<file path="config.mk">
export PLATFORM = sky130hd
export DESIGN_NAME = csfr_status_reg
export DESIGN_NICKNAME = d
export VERILOG_FILES = /design/src/include/csfr_pkg.sv /design/src/csfr_alu_flags.sv /design/src/csfr_irq_ctrl.sv /design/src/csfr_status_reg.sv
export SDC_FILE = /design/constraint.sdc
export NUM_CORES = 1
export LEC_CHECK = 0
export ABC_AREA = 1
export BUFFER_PORTS_ARGS = -buffer_cell sky130_fd_sc_hd__buf_2
export CAP_MARGIN = 20
export CORE_ASPECT_RATIO = 1.1
export CORE_MARGIN = 8
export CORE_UTILIZATION = 43
export DETAILED_ROUTE_END_ITERATION = 7
export GPL_TIMING_DRIVEN = 0
export PLACE_DENSITY = 0.78
export SYNTH_ARGS = -nofsm -noshare
export SYNTH_HDL_FRONTEND = slang
export SYNTH_SLANG_ARGS = --single-unit
</file>
<file path="constraint.sdc">
create_clock -name pclk -period 1.4 [get_ports pclk]
set_clock_uncertainty 0.05 [all_clocks]
set_input_delay 0.07 -clock pclk [delete_from_list [all_inputs] [get_ports pclk]]
set_output_delay 0.07 -clock pclk [all_outputs]
set_load 0.02 [all_outputs]
</file>
<file path="src/include/csfr_pkg.sv">
package csfr_pkg;

   // ----------------------------------------------------------------
   // Bus and register map
   // ----------------------------------------------------------------
   localparam int unsigned DATA_W = 32;
   localparam int unsigned WORD_W = 16;
   localparam logic [11:0] STATUS_OFFSET = 12'h000;
   localparam logic [11:0] IRQ_STATUS_OFFSET = 12'h004;
   localparam logic [11:0] IRQ_MASK_OFFSET = 12'h008;

   // ----------------------------------------------------------------
   // Status word field positions
   // ----------------------------------------------------------------
   localparam int unsigned ACC_A_OVF_BIT = 15;
   localparam int unsigned ACC_B_OVF_BIT = 14;
   localparam int unsigned ACC_A_SAT_BIT = 13;
   localparam int unsigned ACC_B_SAT_BIT = 12;
   localparam int unsigned EITHER_OVF_BIT = 11;
   localparam int unsigned EITHER_SAT_BIT = 10;
   localparam int unsigned HW_LOOP_BIT = 9;
   localparam int unsigned HALF_CARRY_BIT = 8;
   localparam int unsigned PRIO_HI_BIT = 7;
   localparam int unsigned PRIO_LO_BIT = 5;
   localparam int unsigned REPEAT_BIT = 4;
   localparam int unsigned NEGATIVE_BIT = 3;
   localparam int unsigned SIGNED_OVF_BIT = 2;
   localparam int unsigned ZERO_BIT = 1;
   localparam int unsigned CARRY_BIT = 0;
   localparam int unsigned PRIO_W = 3;
   localparam logic [PRIO_W-1:0] PRIO_MAX = 3'h7;

   // ----------------------------------------------------------------
   // Reset values
   // ----------------------------------------------------------------
   localparam logic [WORD_W-1:0] STATUS_RESET = 16'h0000;
   localparam logic [PRIO_W-1:0] PRIO_RESET = 3'h0;

   // ----------------------------------------------------------------
   // Interrupt event bits
   // ----------------------------------------------------------------
   localparam int unsigned IRQ_N = 5;
   localparam int unsigned IRQ_ACC_A_OVF = 0;
   localparam int unsigned IRQ_ACC_B_OVF = 1;
   localparam int unsigned IRQ_ACC_A_SAT = 2;
   localparam int unsigned IRQ_ACC_B_SAT = 3;
   localparam int unsigned IRQ_SIGNED_OVF = 4;
   localparam logic [IRQ_N-1:0] IRQ_RESET = 5'h00;

endpackage : csfr_pkg

</file>
<file path="src/csfr_alu_flags.sv">
`timescale 1ns/1ps
`default_nettype none

module csfr_alu_flags (
   // Operation
   input wire logic byte_op,
   input wire logic [15:0] operand_a,
   input wire logic [15:0] operand_b,
   input wire logic carry_in,
   // Zero handling
   input wire logic zero_sticky,
   input wire logic zero_prev,
   // Flags
   output logic negative,
   output logic signed_ovf,
   output logic zero,
   output logic carry,
   output logic half_carry
);

   logic [16:0] sum;
   logic msb_a;
   logic msb_b;
   logic msb_r;
   logic res_zero;

   assign sum = {1'b0, operand_a} + {1'b0, operand_b} + {16'h0000, carry_in};
   assign msb_a = byte_op ? operand_a[7] : operand_a[15];
   assign msb_b = byte_op ? operand_b[7] : operand_b[15];
   assign msb_r = byte_op ? sum[7] : sum[15];
   assign res_zero = byte_op ? (sum[7:0] == 8'h00) : (sum[15:0] == 16'h0000);

   assign negative = msb_r;
   assign signed_ovf = (msb_a == msb_b) && (msb_r != msb_a);
   // Sticky mode only ever clears zero on a non-zero result
   assign zero = zero_sticky ? (zero_prev & res_zero) : res_zero;
   // Carry out of the top bit: carry into bit 8 of the sum for bytes, bit 16 of the sum for words
   assign carry = byte_op ? (operand_a[8] ^ operand_b[8] ^ sum[8]) : sum[16];
   // Carry out of the 4th bit for bytes, the 8th bit for words
   assign half_carry = byte_op ? (operand_a[4] ^ operand_b[4] ^ sum[4])
                               : (operand_a[8] ^ operand_b[8] ^ sum[8]);

endmodule : csfr_alu_flags

`default_nettype wire

</file>
<file path="src/csfr_irq_ctrl.sv">
`timescale 1ns/1ps
`default_nettype none

module csfr_irq_ctrl #(
   parameter int unsigned N = csfr_pkg::IRQ_N
) (
   // Clock and reset
   input wire logic pclk,
   input wire logic presetn,
   // Events
   input wire logic [N-1:0] event_set,
   // Software access
   input wire logic clear_we,
   input wire logic [N-1:0] clear_data,
   input wire logic mask_we,
   input wire logic [N-1:0] mask_data,
   // State
   output logic [N-1:0] status,
   output logic [N-1:0] mask,
   output logic irq
);

   logic [N-1:0] status_reg;
   logic [N-1:0] mask_reg;

   // Set wins over a write-one clear in the same cycle
   always_ff @(posedge pclk or negedge presetn) begin
      if (!presetn) begin
         status_reg <= csfr_pkg::IRQ_RESET;
      end else begin
         status_reg <= (status_reg & ~(clear_we ? clear_data : '0)) | event_set;
      end
   end

   always_ff @(posedge pclk or negedge presetn) begin
      if (!presetn) begin
         mask_reg <= csfr_pkg::IRQ_RESET;
      end else if (mask_we) begin
         mask_reg <= mask_data;
      end
   end

   assign status = status_reg;
   assign mask = mask_reg;
   assign irq = |(status_reg & mask_reg);

endmodule : csfr_irq_ctrl

`default_nettype wire

</file>
<file path="src/csfr_status_reg.sv">
// Local design decisions: the placing of the registers and register access over APB.
`timescale 1ns/1ps
`default_nettype none

// How it works
// - Accumulator A overflow follows engine, bit 15
// - Accumulator B overflow follows engine, bit 14
// - Accumulator A saturation sticky in bit 13
// - Accumulator B saturation sticky in bit 12
// - Bit 11 ORs overflows; clear only
// - Bit 10 ORs saturations; clear only
// - Bit 9 shows DO loop, read-only
// - Bit 8 half carry, byte/word position
// - Writes change sticky bits; bit 10 clears both
// - Top bit extends priority; set disables interrupts
// - Bits 7:5 hold priority level 0-7
// - Bit 4 shows REPEAT loop, read-only
// - Bit 3 negative, bit 2 signed overflow
// - Zero clears on non-zero; carry from MSb
module csfr_status_reg #(
   parameter int unsigned ADDR_W = 12
) (
   // Clock and reset
   input wire logic pclk,
   input wire logic presetn,
   // APB slave
   input wire logic [ADDR_W-1:0] paddr,
   input wire logic psel,
   input wire logic penable,
   input wire logic pwrite,
   input wire logic [31:0] pwdata,
   input wire logic [3:0] pstrb,
   output logic [31:0] prdata,
   output logic pready,
   output logic pslverr,
   // Accumulator engine
   input wire logic dsp_flags_update,
   input wire logic acc_a_overflow,
   input wire logic acc_b_overflow,
   input wire logic acc_a_saturate,
   input wire logic acc_b_saturate,
   // Loop control
   input wire logic do_loop_running,
   input wire logic repeat_loop_running,
   // Integer ALU
   input wire logic alu_flags_update,
   input wire logic alu_byte_op,
   input wire logic [15:0] alu_operand_a,
   input wire logic [15:0] alu_operand_b,
   input wire logic alu_carry_in,
   input wire logic alu_zero_sticky,
   // Priority
   input wire logic priority_level_top_bit,
   input wire logic priority_write_lock,
   // Status outputs
   output logic [15:0] cpu_status_word,
   output logic [3:0] cpu_priority_level,
   output logic user_irq_disabled,
   output logic irq
);

   // ----------------------------------------------------------------
   // Address decode
   // ----------------------------------------------------------------
   function automatic logic addr_is(input logic [ADDR_W-1:0] addr, input logic [11:0] offset);
      addr_is = (addr == offset[ADDR_W-1:0]);
   endfunction : addr_is

   logic pready_reg;
   logic pslverr_reg;
   logic [31:0] prdata_reg;
   logic access;
   logic fire;
   logic wr_fire;
   logic hit_status;
   logic hit_irq_status;
   logic hit_irq_mask;
   logic mapped;
   logic wr_lo;
   logic wr_hi;

   assign access = psel && penable;
   assign fire = access && pready_reg;
   assign wr_fire = fire && pwrite;
   assign hit_status = addr_is(paddr, csfr_pkg::STATUS_OFFSET);
   assign hit_irq_status = addr_is(paddr, csfr_pkg::IRQ_STATUS_OFFSET);
   assign hit_irq_mask = addr_is(paddr, csfr_pkg::IRQ_MASK_OFFSET);
   assign mapped = hit_status || hit_irq_status || hit_irq_mask;
   assign wr_lo = wr_fire && hit_status && pstrb[0];
   assign wr_hi = wr_fire && hit_status && pstrb[1];

   // ----------------------------------------------------------------
   // Status word storage
   // ----------------------------------------------------------------
   logic acc_a_overflow_flag_reg;
   logic acc_b_overflow_flag_reg;
   logic acc_a_saturation_sticky_reg;
   logic acc_b_saturation_sticky_reg;
   logic hw_loop_active_reg;
   logic repeat_loop_active_reg;
   logic half_carry_flag_reg;
   logic [csfr_pkg::PRIO_W-1:0] priority_level_field_reg;
   logic negative_flag_reg;
   logic signed_overflow_flag_reg;
   logic zero_flag_reg;
   logic carry_flag_reg;
   logic either_acc_overflow;
   logic either_acc_saturation;

   logic alu_n;
   logic alu_ov;
   logic alu_z;
   logic alu_c;
   logic alu_dc;

   csfr_alu_flags u_alu_flags (
      .byte_op(alu_byte_op),
      .operand_a(alu_operand_a),
      .operand_b(alu_operand_b),
      .carry_in(alu_carry_in),
      .zero_sticky(alu_zero_sticky),
      .zero_prev(zero_flag_reg),
      .negative(alu_n),
      .signed_ovf(alu_ov),
      .zero(alu_z),
      .carry(alu_c),
      .half_carry(alu_dc)
   );

   // Overflow flags track the engine; a write of zero to bit 11 clears both
   always_ff @(posedge pclk or negedge presetn) begin
      if (!presetn) begin
         acc_a_overflow_flag_reg <= 1'b0;
         acc_b_overflow_flag_reg <= 1'b0;
      end else if (dsp_flags_update) begin
         acc_a_overflow_flag_reg <= acc_a_overflow;
         acc_b_overflow_flag_reg <= acc_b_overflow;
      end else if (wr_hi) begin
         acc_a_overflow_flag_reg <= pwdata[csfr_pkg::ACC_A_OVF_BIT]
                                    & pwdata[csfr_pkg::EITHER_OVF_BIT];
         acc_b_overflow_flag_reg <= pwdata[csfr_pkg::ACC_B_OVF_BIT]
                                    & pwdata[csfr_pkg::EITHER_OVF_BIT];
      end
   end

   // Saturation is sticky; a new saturation wins over a software clear
   always_ff @(posedge pclk or negedge presetn) begin
      if (!presetn) begin
         acc_a_saturation_sticky_reg <= 1'b0;
      end else if (dsp_flags_update && acc_a_saturate) begin
         acc_a_saturation_sticky_reg <= 1'b1;
      end else if (wr_hi) begin
         acc_a_saturation_sticky_reg <= pwdata[csfr_pkg::ACC_A_SAT_BIT]
                                        & pwdata[csfr_pkg::EITHER_SAT_BIT];
      end
   end

   always_ff @(posedge pclk or negedge presetn) begin
      if (!presetn) begin
         acc_b_saturation_sticky_reg <= 1'b0;
      end else if (dsp_flags_update && acc_b_saturate) begin
         acc_b_saturation_sticky_reg <= 1'b1;
      end else if (wr_hi) begin
         acc_b_saturation_sticky_reg <= pwdata[csfr_pkg::ACC_B_SAT_BIT]
                                        & pwdata[csfr_pkg::EITHER_SAT_BIT];
      end
   end

   assign either_acc_overflow = acc_a_overflow_flag_reg | acc_b_overflow_flag_reg;
   assign either_acc_saturation = acc_a_saturation_sticky_reg
                                  | acc_b_saturation_sticky_reg;

   // Loop activity is sampled every cycle; write data never reaches it
   always_ff @(posedge pclk or negedge presetn) begin
      if (!presetn) begin
         hw_loop_active_reg <= 1'b0;
         repeat_loop_active_reg <= 1'b0;
      end else begin
         hw_loop_active_reg <= do_loop_running;
         repeat_loop_active_reg <= repeat_loop_running;
      end
   end

   // ALU flags: an ALU update in the same cycle as a write takes the flags
   always_ff @(posedge pclk or negedge presetn) begin
      if (!presetn) begin
         half_carry_flag_reg <= 1'b0;
      end else if (alu_flags_update) begin
         half_carry_flag_reg <= alu_dc;
      end else if (wr_hi) begin
         half_carry_flag_reg <= pwdata[csfr_pkg::HALF_CARRY_BIT];
      end
   end

   always_ff @(posedge pclk or negedge presetn) begin
      if (!presetn) begin
         negative_flag_reg <= 1'b0;
         signed_overflow_flag_reg <= 1'b0;
         zero_flag_reg <= 1'b0;
         carry_flag_reg <= 1'b0;
      end else if (alu_flags_update) begin
         negative_flag_reg <= alu_n;
         signed_overflow_flag_reg <= alu_ov;
         zero_flag_reg <= alu_z;
         carry_flag_reg <= alu_c;
      end else if (wr_lo) begin
         negative_flag_reg <= pwdata[csfr_pkg::NEGATIVE_BIT];
         signed_overflow_flag_reg <= pwdata[csfr_pkg::SIGNED_OVF_BIT];
         zero_flag_reg <= pwdata[csfr_pkg::ZERO_BIT];
         carry_flag_reg <= pwdata[csfr_pkg::CARRY_BIT];
      end
   end

   // Priority field is software state unless the lock input holds it
   always_ff @(posedge pclk or negedge presetn) begin
      if (!presetn) begin
         priority_level_field_reg <= csfr_pkg::PRIO_RESET;
      end else if (wr_lo && !priority_write_lock) begin
         priority_level_field_reg <= pwdata[csfr_pkg::PRIO_HI_BIT:csfr_pkg::PRIO_LO_BIT];
      end
   end

   assign cpu_status_word = {acc_a_overflow_flag_reg,
                             acc_b_overflow_flag_reg,
                             acc_a_saturation_sticky_reg,
                             acc_b_saturation_sticky_reg,
                             either_acc_overflow,
                             either_acc_saturation,
                             hw_loop_active_reg,
                             half_carry_flag_reg,
                             priority_level_field_reg,
                             repeat_loop_active_reg,
                             negative_flag_reg,
                             signed_overflow_flag_reg,
                             zero_flag_reg,
                             carry_flag_reg};

   // Four-bit level: top bit adds eight and shuts out user interrupts
   assign cpu_priority_level = {priority_level_top_bit, priority_level_field_reg};
   assign user_irq_disabled = priority_level_top_bit
                              || (priority_level_field_reg == csfr_pkg::PRIO_MAX);

   // ----------------------------------------------------------------
   // Interrupts
   // ----------------------------------------------------------------
   logic [csfr_pkg::IRQ_N-1:0] irq_events;
   logic [csfr_pkg::IRQ_N-1:0] irq_status;
   logic [csfr_pkg::IRQ_N-1:0] irq_mask;

   // Accumulator events fire on a flag's new assertion only; signed overflow fires on every ALU update that sets it
   always_comb begin
      irq_events = '0;
      irq_events[csfr_pkg::IRQ_ACC_A_OVF] = dsp_flags_update && acc_a_overflow
                                           && !acc_a_overflow_flag_reg;
      irq_events[csfr_pkg::IRQ_ACC_B_OVF] = dsp_flags_update && acc_b_overflow
                                           && !acc_b_overflow_flag_reg;
      irq_events[csfr_pkg::IRQ_ACC_A_SAT] = dsp_flags_update && acc_a_saturate
                                           && !acc_a_saturation_sticky_reg;
      irq_events[csfr_pkg::IRQ_ACC_B_SAT] = dsp_flags_update && acc_b_saturate
                                           && !acc_b_saturation_sticky_reg;
      irq_events[csfr_pkg::IRQ_SIGNED_OVF] = alu_flags_update && alu_ov;
   end

   csfr_irq_ctrl #(
      .N(csfr_pkg::IRQ_N)
   ) u_irq_ctrl (
      .pclk(pclk),
      .presetn(presetn),
      .event_set(irq_events),
      .clear_we(wr_fire && hit_irq_status && pstrb[0]),
      .clear_data(pwdata[csfr_pkg::IRQ_N-1:0]),
      .mask_we(wr_fire && hit_irq_mask && pstrb[0]),
      .mask_data(pwdata[csfr_pkg::IRQ_N-1:0]),
      .status(irq_status),
      .mask(irq_mask),
      .irq(irq)
   );

   // ----------------------------------------------------------------
   // APB response: one wait state, read data captured from flops
   // ----------------------------------------------------------------
   always_ff @(posedge pclk or negedge presetn) begin
      if (!presetn) begin
         pready_reg <= 1'b0;
      end else begin
         pready_reg <= access && !pready_reg;
      end
   end

   always_ff @(posedge pclk or negedge presetn) begin
      if (!presetn) begin
         pslverr_reg <= 1'b0;
      end else begin
         pslverr_reg <= access && !pready_reg && !mapped;
      end
   end

   always_ff @(posedge pclk or negedge presetn) begin
      if (!presetn) begin
         prdata_reg <= 32'h0000_0000;
      end else if (access && !pready_reg && !pwrite) begin
         if (hit_status) begin
            prdata_reg <= {16'h0000, cpu_status_word};
         end else if (hit_irq_status) begin
            prdata_reg <= {27'h0000000, irq_status};
         end else if (hit_irq_mask) begin
            prdata_reg <= {27'h0000000, irq_mask};
         end else begin
            prdata_reg <= 32'h0000_0000;
         end
      end
   end

   assign pready = pready_reg;
   assign pslverr = pslverr_reg;
   assign prdata = prdata_reg;

endmodule : csfr_status_reg

`default_nettype wire

</file>
==> results.toml <==
[run_status]
status = "complete, but fails checks"
violations = "setup timing"

[floorplan]
dieArea_mm2 = 0.0107
coreArea_mm2 = 0.00743
ios = 154
die_y_um = 108
dieWidth_um = 99.5
start_util_pct = 44.4
rows = 33

[yosys]
synth_compound_area_share_pct = 8.61
seq_area_frac_synth_pct = 31.9
synth-edff-count = 0
synth.cell_area_mm2 = 0.00330
yosysTopAreaCellShare_pct = 31.9
synth_warnings = 0
synth_area_leaders = "dfrtp_1, nand2_1, inv_1"
yosys.area.top_type = "dfrtp_1"
synth_top_family_by_area = "simple AND/OR/NAND/NOR gates"
synth.mux.area_fraction_pct = 3.19
yosys.area_share.simple_pct = 31.3
synth_xor_area_share_pct = 1.59
ys_types = 36
synth_fa_ha_area_share_pct = 6.90
syn_inst = 478
synth_seq_cells = 42
syn_area_per_cell_um2 = 6.90
synthFlopType = "dfrtp_1"
synthArstFlopShare_pct = 100

[setup_path]
crit_type = "input port to flop"
timing.rr.start = "pready"
end_kind = "flop"
critical_path_peak_fanout = 4
crit_arrival_ns = 1.85
cpPeakStageDelay_ns = 0.36
crit_chain = "buf_6 -> inv_4 -> fa_2 -> inv_2 -> fa_2 -> nand3_2 -> nand3_4 -> buf_4 -> xor2_1 -> nor2_1 -> nand2_1 -> nor3_2 -> nand2_1 -> a21oi_2"
rrSetupSlack_ns = -0.08
critPathLaunchType = "input port"
r2r-end = "priority_level_field_reg[1]"
cp_slowest_cell = "fa_2"
reg2reg_depth = 7
worstPathRequired_ns = 1.58

[routing]
vias_per_cell = 4.99
antenna_left = 0
firstDrtPassIters = 4
wl_per_cell_um = 14.1
vias = 3730
drc = 0
routed_wl_um = 10500
drt_iter0_drc = 119

[clock_network]
cts_root_buffer = "clkbuf_8"
clk_path_buf_depth = 2
htree_levels = 2
cts.clk_slew.worst_paths_ns = 0.09
clk_latency_ns = 0.30
cts_sinks = 42
cts_tree = "done"
numCtsBuffers = 5

[timing]
grt_setup_unrepaired = "true"
fin_tns_setup_ns = -0.933
hold_viol_final = 0
setup_viol = 9
worst_pin_slew_ns = 0.919
maxSlewHeadroom_pct = 38.7
setup_ws_ns = -0.279
fin_crit_ns = 1.68
fin_crit_sh_pct = 120
hold_slack_ns = 0.00628
max_freq_ghz = 0.595
drv_slew = 0

[final_layout]
finish.net_count = 775
largest_reg_flops = 16
antenna_cells = 0
synthToLayoutAreaGrowth_pct = 48.8
drive_gt1_share_pct = 41.6
stdcell_count = 748

[placement]
place_inst = 698
hpwlAfterDp_um = 7980
place.gp.congestion = 0.905
port_buffers = 118
place_ws_ns = -0.691

[min_path]
worstHoldPathCells = 3
hold_path_class = "input port to flop"
holdCritStartpoint = "pwdata[11]"
min_to = "acc_b_overflow_flag_reg"

[grt]
gr-usage-all-layers_pct = 18.7
grt_pass1_wl_um = 16500
grt_max_degree = 43
grt_pass1_vias = 3728
overflow = 0
grt_antenna_before_repair = 0

[power]
powerDensity_mw_per_mm2 = 736
irDropWorstVdd_mv = 0.367
leakage_uw = 0.00282

[run]
cap_violations = 0
==> logic make-up after synthesis <==
group	count (synthesis)
xor gates and xnor gates	6
buffers and inverters	111
other	1
AOI/OAI and AO/OA	50
adders and majority gates	17
muxes	9
DFF	42
and+or+nand+nor	242
==> stage by stage <==
step | power [µW] | area, µm² | utilization (%)
final | 3610 | 4910 | 66.0
after global routing | 3790 | 4910 | 66.0
after CTS | 3540 | 4670 | 62.8
after detailed placement | 2260 | 4090 | 55.1
after global placement | 2240 | 4090 | 55.1
after floorplan | 1950 | 3390 | -
==> power by group <==
group,internal (µW),total (µW),switching [µW]
Sequential,1250,1290,34.7
Clock,714,1150,433
Combinational,519,1170,656
Total,2490,3610,1120
==> metal layers <==
metal | global-route usage [%] | wire length, µm | part of all wire [%] | vias up
met1 | 18.5 | 3990 | 38 | 1727
met3 | 3.30 | 553 | 5.2 | 29
met4 | 7.47 | 333 | 3.2 | 0
met2 | 37.1 | 5660 | 54 | 140
li1 | - | - | - | 1834
met5 | 0 | 0 | 0 | -
==> how the worst max path moves through the flow <==
stage | startpoint | to | slack [ns] | cells past startpoint
2_1_floorplan | alu_operand_a[0] | zero_flag_reg | -0.35 | 11
3_3_place_gp | alu_operand_a[0] | zero_flag_reg | -0.63 | 12
3_5_place_dp | alu_operand_a[0] | zero_flag_reg | -0.69 | 12
4_1_cts | alu_carry_in | zero_flag_reg | -0.30 | 12
5_1_grt | alu_carry_in | zero_flag_reg | -0.39 | 17
6_report | alu_carry_in | zero_flag_reg | -0.28 | 14
==> synthesized netlist by cell type, types with 3 or more instances <==
cell	number
nand2_1	153
mux2i_1	6
ha_1	15
a21oi_1	18
nand3_1	33
nand4_1	6
xor2_1	4
inv_1	74
buf_4	33
o21ai_0	18
o211ai_1	3
o22ai_1	3
and2_1	3
a31oi_1	3
a32oi_1	3
nor3_1	4
nor2_1	32
dfrtp_1	42
mux2_4	3
==> placed cells by master (no fill, tap or decap), types with 4 or more instances in the layout <==
cell / synthesis / final
nand2_1: 153 / 125
buf_2: 0 / 113
inv_1: 74 / 65
buf_4: 33 / 55
dfrtp_1: 42 / 41
nand2_2: 1 / 27
nor2_1: 32 / 25
nand3_1: 33 / 22
dlygate4sd3_1: 0 / 17
conb_1: 1 / 16
a21oi_1: 18 / 13
ha_1: 15 / 12
nand3_2: 0 / 10
o21ai_0: 18 / 8
inv_2: 1 / 7
mux2i_1: 6 / 6
nand4_1: 6 / 6
buf_6: 0 / 6
o21ai_1: 0 / 5
a21oi_2: 0 / 5
nor2_2: 1 / 5
o21ai_2: 0 / 5
clkbuf_8: 0 / 5
nor2_4: 1 / 4
==> repair_timing <==
item                       CTS  global route
cloned                       1             0
setup endpoints to repair   31            40
hold endpoints to repair    56             0
hold buffers                17             0
gates resized for setup     45            57
setup buffers               14            10
pin swaps                   19            26
==> cell type report <==
| cell class | count | area (µm²) |
|---|---|---|
| clock buffer | 5 | 68.8 |
| timing repair buffer | 160 | 1000 |
| buffer | 35 | 278 |
| multi-input combinational | 340 | 2030 |
| clock inverter | 3 | 68.8 |
| fill | 621 | 2520 |
| tap | 87 | 109 |
| inverter | 76 | 302 |
| sequential | 42 | 1050 |
==> critical path, delay by kind of cell <==
kind	cells	cell delay, ns
and+or+nand+nor	6	0.63
buffers and inverters	4	0.33
adders and majority gates	2	0.56
xor gates and xnor gates	1	0.14
AOI/OAI and AO/OA	1	0.13
No activity file was read; power rests on OpenSTA's default activity.
